$ cat src/verilog/pic_pkg.sv
// constants, configuration types and carriers for the priority interrupt unit
package pic_pkg;

    // ------------------------------------------------------------
    // channel map
    // ------------------------------------------------------------
    localparam int CHAN_NUM = 64;
    localparam int CHAN_DEFINED = 61;
    localparam int LEVEL_NUM = 8;
    localparam logic [5:0] WDT_CHAN = 6'h01;
    localparam logic [2:0] FAST_LEVEL = 3'h0;
    localparam logic [3:0] NO_LEVEL = 4'h8;
    localparam logic [63:0] DEFINED_MASK = 64'h1FFF_FFFF_FFFF_FFFF;

    // ------------------------------------------------------------
    // reset values
    // ------------------------------------------------------------
    localparam logic [7:0] SVC_RESET = 8'h00;
    localparam logic [63:0] PEND_RESET = 64'h0;
    localparam logic [5:0] CHAN_RESET = 6'h00;

    // detection mode of one channel
    typedef enum logic [1:0]
    {
        SENSE_LOW = 2'h0,
        SENSE_HIGH = 2'h1,
        SENSE_FALL = 2'h2,
        SENSE_RISE = 2'h3
    } sense_e;

    // per-channel configuration written by software
    typedef struct packed
    {
        logic [2:0] prio;
        sense_e sense;
    } chan_cfg_s;

    // result of a lowest-channel search
    typedef struct packed
    {
        logic found;
        logic [5:0] chan;
    } pick_s;

endpackage

$ cat src/verilog/priority_interrupt_unit.sv
// eight-level priority interrupt unit with fast and normal request lines
`timescale 1ns/1ns
// How it works
// - Up to 64 request channels are accepted, each source on its own channel.
// - Only the low 61 channels are defined and channel 1 carries the watchdog.
// - Each channel has a level 0..7, where 0 ranks highest.
// - Within one level the lower channel number wins.
// - The lowest enabled pending level 0 channel drives the fast request.
// - Levels 1..7 only ever drive the normal request.
// - A fast request may assert while a normal one is in service.
// - While a level is in service, equal and lower levels are held off.
// - Each channel senses low level, high level, falling or rising edge.
// - Internal sources are active high and the sense mode applies on top.
// - A readable pending flag exists for every channel.
// - A disabled channel neither arbitrates nor drives a request line.
// - Edge flags clear themselves when the channel enters service.
// - Both request lines are driven low to request.
// - Configuration, mask and status are reached by software.
module priority_interrupt_unit
(
    input wire logic mclk_in,
    input wire logic reset_n_in,
    input wire logic [63:0] src_in,
    input wire logic wdt_req_in,
    input wire pic_pkg::chan_cfg_s chan_cfg_in [64],
    input wire logic [63:0] enable_in,
    input wire logic ack_in,
    input wire logic eoi_in,
    output logic fast_request_n_out,
    output logic normal_request_n_out,
    output logic [63:0] pending_out,
    output logic [5:0] active_chan_out,
    output logic [7:0] in_service_out
);
    import pic_pkg::*;

    // ------------------------------------------------------------
    // helpers
    // ------------------------------------------------------------
    // lowest set bit of a channel vector
    function automatic pick_s first_set(input logic [63:0] v);
        pick_s p;
        p = '0;
        for (int i = CHAN_NUM - 1; i >= 0; i--)
        begin
            if (v[i])
            begin
                p.found = 1'b1;
                p.chan = 6'(i);
            end
        end
        return p;
    endfunction

    // lowest set bit of the level-in-service bitmap, NO_LEVEL if none
    function automatic logic [3:0] first_level(input logic [7:0] v);
        logic [3:0] l;
        l = NO_LEVEL;
        for (int i = LEVEL_NUM - 1; i >= 0; i--)
        begin
            if (v[i])
                l = 4'(i);
        end
        return l;
    endfunction

    // ------------------------------------------------------------
    // detection
    // ------------------------------------------------------------
    logic [63:0] src_map;
    logic [63:0] pend;
    logic [63:0] pend_def;
    logic [63:0] clr_vec;
    logic [63:0] elig;
    logic [63:0] lvl_vec [8];
    logic [7:0] svc_r;
    logic [7:0] svc_nxt;
    logic [3:0] cur_lvl;
    logic [3:0] norm_lvl;
    pick_s fast_pick;
    pick_s norm_pick;
    pick_s lvl_pick [8];
    logic fast_any;
    logic norm_any;
    logic [5:0] win_chan;
    logic [2:0] win_lvl;

    // watchdog request takes channel 1 in place of the generic input
    always_comb
    begin
        src_map = src_in & DEFINED_MASK;
        src_map[WDT_CHAN] = wdt_req_in;
    end

    genvar g;
    generate
        for (g = 0; g < CHAN_NUM; g++)
        begin : g_chan
            req_detect u_det
            (
                .mclk_in(mclk_in),
                .reset_n_in(reset_n_in),
                .src_in(src_map[g]),
                .sense_in(chan_cfg_in[g].sense),
                .clr_in(clr_vec[g]),
                .pend_out(pend[g])
            );
        end
    endgenerate

    // ------------------------------------------------------------
    // arbitration
    // ------------------------------------------------------------
    // undefined channels never pend, whatever their sense mode says
    assign pend_def = pend & DEFINED_MASK;
    // software enables gate arbitration; levels come from its config
    assign elig = pend_def & enable_in;

    always_comb
    begin
        for (int l = 0; l < LEVEL_NUM; l++)
        begin
            for (int c = 0; c < CHAN_NUM; c++)
                lvl_vec[l][c] = elig[c] && (chan_cfg_in[c].prio == 3'(l));
            lvl_pick[l] = first_set(lvl_vec[l]);
        end
    end

    assign cur_lvl = first_level(svc_r);
    assign fast_pick = lvl_pick[0];
    // level 0 nests over any normal service, but not over itself
    assign fast_any = fast_pick.found && !svc_r[0];

    // lowest non-zero level that ranks above the one in service
    always_comb
    begin
        norm_lvl = NO_LEVEL;
        norm_pick = '0;
        for (int l = LEVEL_NUM - 1; l >= 1; l--)
        begin
            if (lvl_pick[l].found && 4'(l) < cur_lvl)
            begin
                norm_lvl = 4'(l);
                norm_pick = lvl_pick[l];
            end
        end
    end
    assign norm_any = norm_pick.found;

    // fast source is the one taken on acknowledge when both are up
    assign win_chan = fast_any ? fast_pick.chan : norm_pick.chan;
    assign win_lvl = fast_any ? FAST_LEVEL : norm_lvl[2:0];
    wire take = ack_in && (fast_any || norm_any);
    assign clr_vec = take ? (64'h1 << win_chan) : 64'h0;

    // end of service retires the highest level, acknowledge pushes one
    always_comb
    begin
        svc_nxt = svc_r;
        if (eoi_in && cur_lvl != NO_LEVEL)
            svc_nxt[cur_lvl[2:0]] = 1'b0;
        if (take)
            svc_nxt[win_lvl] = 1'b1;
    end

    // ------------------------------------------------------------
    // state and outputs, all registered
    // ------------------------------------------------------------
    always_ff @(posedge mclk_in or negedge reset_n_in)
    begin
        if (!reset_n_in)
        begin
            svc_r <= SVC_RESET;
            fast_request_n_out <= 1'b1;
            normal_request_n_out <= 1'b1;
            pending_out <= PEND_RESET;
            active_chan_out <= CHAN_RESET;
        end
        else
        begin
            svc_r <= svc_nxt;
            fast_request_n_out <= ~fast_any;
            normal_request_n_out <= ~norm_any;
            pending_out <= pend_def;
            if (take)
                active_chan_out <= win_chan;
        end
    end

    assign in_service_out = svc_r;

    // some eligible channel outside level 0 must stand behind the line
    wire norm_cand = |(elig & ~lvl_vec[0]);
endmodule

$ cat src/verilog/req_detect.sv
// one channel: input synchroniser, sensitivity selection, edge flag
`timescale 1ns/1ns
module req_detect
(
    input wire logic mclk_in,
    input wire logic reset_n_in,
    input wire logic src_in,
    input wire pic_pkg::sense_e sense_in,
    input wire logic clr_in,
    output logic pend_out
);
    import pic_pkg::*;

    logic sync1_r;
    logic sync2_r;
    logic prev_r;
    logic edge_r;
    logic edge_nxt;
    wire is_edge = sense_in[1];
    wire rise = sync2_r & ~prev_r;
    wire fall = ~sync2_r & prev_r;
    wire edge_now = (sense_in == SENSE_RISE) ? rise : fall;

    // ------------------------------------------------------------
    // synchroniser; sources may be pins, so two flops come first
    // ------------------------------------------------------------
    always_ff @(posedge mclk_in or negedge reset_n_in)
    begin
        if (!reset_n_in)
        begin
            sync1_r <= 1'b0;
            sync2_r <= 1'b0;
            prev_r <= 1'b0;
        end
        else
        begin
            sync1_r <= src_in;
            sync2_r <= sync1_r;
            prev_r <= sync2_r;
        end
    end

    // edge flag: a new edge in the clear cycle wins over the clear
    assign edge_nxt = (edge_r & ~clr_in) | (is_edge & edge_now);

    always_ff @(posedge mclk_in or negedge reset_n_in)
    begin
        if (!reset_n_in)
            edge_r <= 1'b0;
        else
            edge_r <= edge_nxt;
    end

    // level modes follow the synchronised level directly
    assign pend_out = is_edge ? edge_r
                    : (sense_in == SENSE_HIGH) ? sync2_r : ~sync2_r;
endmodule
$ cat config.mk
export PLATFORM = sky130hd
export DESIGN_NAME = priority_interrupt_unit
export DESIGN_NICKNAME = d
export VERILOG_FILES = /design/src/verilog/pic_pkg.sv /design/src/verilog/priority_interrupt_unit.sv /design/src/verilog/req_detect.sv
export SDC_FILE = /design/constraint.sdc
export NUM_CORES = 1
export LEC_CHECK = 0
export BUFFER_PORTS_ARGS = -buffer_cell sky130_fd_sc_hd__buf_2
export CAP_MARGIN = 25
export CORE_ASPECT_RATIO = 0.8
export CORE_MARGIN = 2
export CORE_UTILIZATION = 35
export DETAILED_ROUTE_END_ITERATION = 10
export PLACE_DENSITY = 0.59
export SYNTH_ARGS = -nofsm -noshare
export SYNTH_HDL_FRONTEND = slang
export SYNTH_SLANG_ARGS = --single-unit
$ cat constraint.sdc
create_clock -name mclk_in -period 10.8 [get_ports mclk_in]
set_input_delay 0.54 -clock mclk_in [delete_from_list [all_inputs] [get_ports mclk_in]]
set_output_delay 0.54 -clock mclk_in [all_outputs]
set_load 0.05 [all_outputs]
; Yosys cells after proc, flatten, opt, wreduce, memory -nomap -nowiden
; Index checks and enable logic that the tools add are counted.
[word_totals]
regBits = 321
inputBits = 453
word_cells = 2642
[classes]
bitwise_logic = 494
n_eq_ne = 571
order_cmp = 11
shift = 1
n_reduce_logical = 590
muxes = 726
[ops]
columns = op, count
row1 = $mux 7, 519
row2 = $eq 3x3->1 const B, 256
row3 = $logic_and 1x1->1, 524
row4 = $eq 3x2->1 const B, 128
row5 = $and 1x1->1, 244
row6 = $eq 3x1->1 const B, 64
row7 = $logic_not 3->1, 64
row8 = $mux 1, 185
row9 = $not 1->1, 185
row10 = $eq 2x1->1 const B, 61
row11 = $eq 2x2->1 const B, 61
row12 = $and 61x64->64, 1
row13 = $mux 61, 1
row14 = $or 1x1->1, 61
row15 = $shl 1x6->61 const A, 1
row16 = $mux 4, 8
row17 = $mux 3, 8
row18 = $lt 3x4->1 const A, 4
row19 = $mux 8, 2
row20 = $and 8x8->8, 1
row21 = $lt 2x4->1 const A, 2
row22 = $lt 3x4->1 const B, 2
row23 = $not 8->8, 1
row24 = $or 8x8->8, 1
row25 = 7 further kinds, 9

; Logic depth before layout (Yosys ltp)
[depth]
depth_word = 84
mapped_depth = 17

; By module
; From an unflattened synthesis, not the netlist that was laid out.
[unflattened]
cells_unflattened = 2863
hier_area_um2 = 24036.8
[modules_own_cells]
columns = mod, area_per_inst_um2, cells_each, n_inst, seq_area_each_um2
row1 = priority_interrupt_unit, 14954.3, 2192, 1, 1929.4
row2 = req_detect, 148.9, 11, 61, 100.1

; Worst setup path before layout
; OpenSTA, ideal clock, no wires.
[synth_path]
path_kind = input port to flip-flop
start = in chan_cfg_in[116] (netlist bit)
end = reg g_chan[0].u_det.edge_r
required_time_ns = 10.667
setup_ns = 0.133
slack_ns = 6.734
arrival_ns = 3.932
stages = 15
n_path_buf = 3
path_cell_list = clkbuf_1 nand2b_1 o2111ai_2 o21ai_1 or4_4 or4b_4 o21ai_2 buf_4 o211ai_1 and3b_1 o21ai_2 or4b_1 buf_2 o41ai_2 nand3_1
[synth_via]
elab_chain_cells = 60
elab_cells_between_ends = 363
[synth_lines]
columns = item, line
row1 = from (decl), priority_interrupt_unit.sv:25  ; input wire pic_pkg::chan_cfg_s chan_cfg_in [64],
row2 = $eq 2x1->1, req_detect.sv:56  ; : (sense_in == SENSE_HIGH) ? sync2_r : ~sync2_r;
row3 = $mux 1, req_detect.sv:56
row4 = $mux 1 *, req_detect.sv:55  ; assign pend_out = is_edge ? edge_r
row5 = $and 61x64->64 *, priority_interrupt_unit.sv:117  ; assign elig = pend_def & enable_in;
row6 = $logic_and 1x1->1, priority_interrupt_unit.sv:124  ; lvl_vec[l][c] = elig[c] && (chan_cfg_in[c].prio == 3'(l));
row7 = $mux 7 (41 in a row), priority_interrupt_unit.sv:46  ; if (v[i])
row8 = $logic_and 1x1->1, priority_interrupt_unit.sv:141  ; if (lvl_pick[l].found && 4'(l) < cur_lvl)
row9 = $mux 7 (7 in a row), priority_interrupt_unit.sv:141
row10 = $mux 6 / $logic_or 1x1->1 (equally long branches), "priority_interrupt_unit.sv:151, priority_interrupt_unit.sv:153"
row11 = $shl 1x6->61 / $logic_and 1x1->1 (equally long branches), "priority_interrupt_unit.sv:154, priority_interrupt_unit.sv:153"
row12 = $mux 61 *, priority_interrupt_unit.sv:154  ; assign clr_vec = take ? (64'h1 << win_chan) : 64'h0;
row13 = $not 1->1 *, req_detect.sv:44  ; assign edge_nxt = (edge_r & ~clr_in) | (is_edge & edge_now);
row14 = $and 1x1->1 *, req_detect.sv:44
row15 = $or 1x1->1 *, req_detect.sv:44
row16 = named net g_chan[0].u_det.edge_nxt, req_detect.sv:18  ; logic edge_nxt;
row17 = to (signal assigned), req_detect.sv:51  ; edge_r <= edge_nxt;
row18 = to (decl), req_detect.sv:17  ; logic edge_r;
; Mark *: on every way through the listed nets, which the timed path passes. The rest lies on a longest branch.
; A chain may end at the register's enable or synchronous reset.

; Worst setup path in the final report
[layout_path]
start = reg g_chan[23].u_det.sync2_r
end = reg g_chan[40].u_det.edge_r
[layout_via]
elab_chain_cells = 43
elab_cells_between_ends = 227
[layout_lines]
columns = item, line
row1 = from (decl), req_detect.sv:15  ; logic sync2_r;
row2 = from (signal assigned), req_detect.sv:38  ; sync2_r <= sync1_r;
row3 = $not 1->1, req_detect.sv:56
row4 = $mux 1 *, req_detect.sv:56
row5 = $mux 1 *, req_detect.sv:55
row6 = $and 61x64->64 *, priority_interrupt_unit.sv:117
row7 = $logic_and 1x1->1, priority_interrupt_unit.sv:124
row8 = $mux 7 (24 in a row), priority_interrupt_unit.sv:46
row9 = $logic_and 1x1->1, priority_interrupt_unit.sv:141
row10 = $mux 7 (7 in a row), priority_interrupt_unit.sv:141
row11 = $mux 6 / $logic_or 1x1->1 (equally long branches), "priority_interrupt_unit.sv:151, priority_interrupt_unit.sv:153"
row12 = $shl 1x6->61 / $logic_and 1x1->1 (equally long branches), "priority_interrupt_unit.sv:154, priority_interrupt_unit.sv:153"
row13 = $mux 61 *, priority_interrupt_unit.sv:154
row14 = $not 1->1 *, req_detect.sv:44
row15 = $and 1x1->1 *, req_detect.sv:44
row16 = $or 1x1->1 *, req_detect.sv:44
row17 = named net g_chan[40].u_det.edge_nxt, req_detect.sv:18
row18 = to (signal assigned), req_detect.sv:51
row19 = to (decl), req_detect.sv:17
; Marks and branches as above.

==> run_results.csv <==
group,metric,value,unit
global_route,overflow,0,
sta,slew_headroom,10.0,%
yosys,ys_ff_latch,321,
placed_design,hpwl,112000,um
power_and_ir_drop,p_leak,13.1,nW
sta,setup_slack,4170,ps
clock_network,clk_pin_slew,60,ps
drt,via_per_inst,6.42,
worst_hold_path,worstHoldPathType,"in -> async",
global_route,grt_max_degree,113,
clock_network,cts_tree,"done",
clock_network,cts_buffer_depth,3,
drt,wl,136000,um
finish,fin_nets,4240,
drt,dr.pass1.iters,6,
yosys,synth_cell_types,100,
run,drv_cap,0,
worst_setup_path,crit_fanout,15,
worst_setup_path,cp-end-kind,"register",
yosys,synthFlopType,"dfrtp_1",
global_route,grt_usage,32.8,%
power_and_ir_drop,ir_drop,0.127,mV
placed_design,placed_area,30900,sq um
yosys,synth_cells,3311,
yosys,synth_area,27100,sq um
global_route,first_global_vias,28050,
clock_network,cts_max_level,2,
finish,areaGrowthSynthToFinish,18.5,%
sta,period_minus_slack,6630,ps
placed_design,place_ws,4280,ps
floorplanning,rows,91,
drt,vias,31168,
yosys,yosysTopAreaCell,"dfrtp_1",
yosys,yosysSeqAreaShare,29.6,%
placed_design,gp_congestion,1.06,
worst_setup_path,arrival,7090,ps
sta,skew,30.2,ps
global_route,grt_pass1_wl,193000,um
worst_setup_path,cp_data_required_time,11260,ps
yosys,synth_edf_count,0,
drt,drc,0,
floorplanning,ios,533,
clock_network,cts_root_buffer,"clkbuf_16",
floorplanning,coreArea,77000,sq um
clock_network,cts_resized,0,
sta,timing.final.crit_share,61.4,%
floorplanning,die_h,253,um
floorplanning,dieArea,79800,sq um
clock_network,clkSinkCount,321,
power_and_ir_drop,p_total,0.00521,W
floorplanning,die_w,315,um
drt,ant_nets,0,
finish,drive_above_1_share,18.4,%
drt,routedWlPerCell,28.1,um
sta,worstMarginPinSlew,1340,ps
status,status,"complete, no violations",
worst_setup_path,start_kind,"register",
clock_network,cts_setup_buffers,0,
finish,finalInstanceArea,32200,sq um
yosys,yosys_warnings,0,
yosys,async_flop_share,100,%
clock_network,hold_buffers,0,
yosys,avgSynthCellArea,8.20,sq um
sta,maxSlewViolCount,0,
sta,rsz0062_at_grt,"no",
yosys,yosys-top-cells-area,"dfrtp_1, o2111ai_1, o211ai_1",
power_and_ir_drop,power.density,162,nW/um^2
placed_design,port_buffers,507,
yosys,synth_top_area_share,29.4,%
floorplanning,start_util,35.3,%
drt,drt_iter0_markers,4181,
finish,n_fill_cell,7980,
clock_network,numCtsBuffers,36,
yosys,synth.most_common_cell,"nand2_1",
sta,tns,0,ps
worst_setup_path,crit_type,"reg -> reg",
yosys,synth_common_cells,"nand2_1, dfrtp_1, nor2_1, o21ai_0, o211ai_1",
clock_network,clock_latency,590,ps
sta,hold_viol_final,0,
sta,clock.fmax,0.151,GHz
global_route,antenna_found_initial,37,
sta,setup-violations-final,0,
metal layers:
layer	GRT usage (%)	vias up	wire length, um
met5	0.184	-	262
met2	46.6	1711	55500
met4	11.1	40	4910
met3	9.35	260	15600
met1	47.1	15008	60100
li1	-	14149	-
cell usage in the layout, fill, tap and decap left out, types with 18 or more instances in the layout:
cell / count
o21ai_0: 217
o2111a_1: 34
a21oi_1: 95
clkbuf_16: 37
nor3b_1: 43
nor2_1: 263
o21a_1: 75
and4b_1: 77
o2111ai_1: 180
xnor2_1: 61
dfrtp_1: 319
buf_2: 507
nor2b_1: 81
a31oi_1: 26
nand2b_1: 156
o31ai_1: 44
nor4_1: 40
or2_2: 31
and3b_1: 30
nor3_1: 72
buf_4: 37
o211ai_1: 196
nand3_1: 54
a211oi_1: 36
o21bai_1: 20
nor4bb_1: 27
o211a_1: 21
or3_1: 19
nand4_1: 55
and4_1: 34
diode_2: 18
o32ai_1: 29
o22ai_1: 48
nand2_1: 326
a21o_1: 18
and2_1: 32
inv_1: 110
power breakdown:
group | internal (W) | leakage (nW) | total (W) | switching, W
combinational | 0.000665 | 9.02 | 0.00252 | 0.00185
sequential | 0.00131 | 3.50 | 0.00139 | 0.0000721
clock | 0.000782 | 0.608 | 0.00130 | 0.000523
total | 0.00276 | 13.1 | 0.00521 | 0.00245
through the flow:
stage               hold slack, ps  utilization, %  std cells
floorplan                      244               -       3313
global placement               331            40.0       4765
detailed placement             335            40.1       4768
CTS                           32.2            41.7       4830
global route                  47.0            41.8       4846
finish                        17.7            41.8       4852
area by class of cell:
class / count / area, sq um / share of cell area, %
diodes: 18 / 45.0 / 0.140
clock buffers: 52 / 1070 / 3.33
clock inverters: 10 / 150 / 0.467
inverters: 111 / 417 / 1.30
multi-input cells: 2767 / 18300 / 56.8
flip-flops and latches: 321 / 8040 / 25.0
well taps: 1023 / 1280 / 3.98
repair buffers: 550 / 2910 / 9.05
critical path, cell delays in order, from the launching register on:
cell       delay [ps]
dfrtp_1           410
xnor2_1           250
o2111ai_1         610
o32ai_1           390
nor4b_1          1090
nand3_1           210
o31a_1            560
o211ai_1          240
o22ai_1           160
a2111oi_2         540
or2_2             670
nand4_1           940
a21o_1            440
worst paths after layout:
check	from	endpoint	slack, ps	cells past startpoint
worst max-delay path	g_chan[23].u_det.sync2_r	g_chan[40].u_det.edge_r	4170	12
worst min-delay path	reset_n_in	g_chan[19].u_det.sync1_r	20	1
worst max register to register	g_chan[23].u_det.sync2_r	g_chan[40].u_det.edge_r	4170	12
worst min register to register	g_chan[46].u_det.sync1_r	g_chan[46].u_det.sync2_r	340	0
max in group asynchronous	reset_n_in	g_chan[54].u_det.sync2_r	8670	3
min in group mclk_in	src_in[56]	g_chan[56].u_det.sync1_r	50	1
sequential cells by signal (all words and copies together) (netlist names):
register	cells
g_chan.u_det.sync2_r	61
fast_request_n_out	1
pending_out	61
in_service_out	8
g_chan.u_det.edge_r	61
g_chan.u_det.prev_r	61
normal_request_n_out	1
g_chan.u_det.sync1_r	61
active_chan_out	6
kinds of logic (layout without fill, tap and decap cells):
| family | count (synthesis) | count (layout) | synth area share (%) |
|---|---|---|---|
| other | 1 | 21 | 0.0138 |
| XOR/XNOR | 67 | 67 | 2.16 |
| multiplexers | 1 | 1 | 0.0415 |
| flip-flops | 321 | 321 | 29.6 |
| AO/OA/AOI/OAI | 1286 | 1286 | 35.6 |
| buffers and inverters | 225 | 723 | 3.31 |
| AND/OR/NAND/NOR | 1410 | 1410 | 29.3 |
Note: power is estimated with default switching activity, not from simulation.
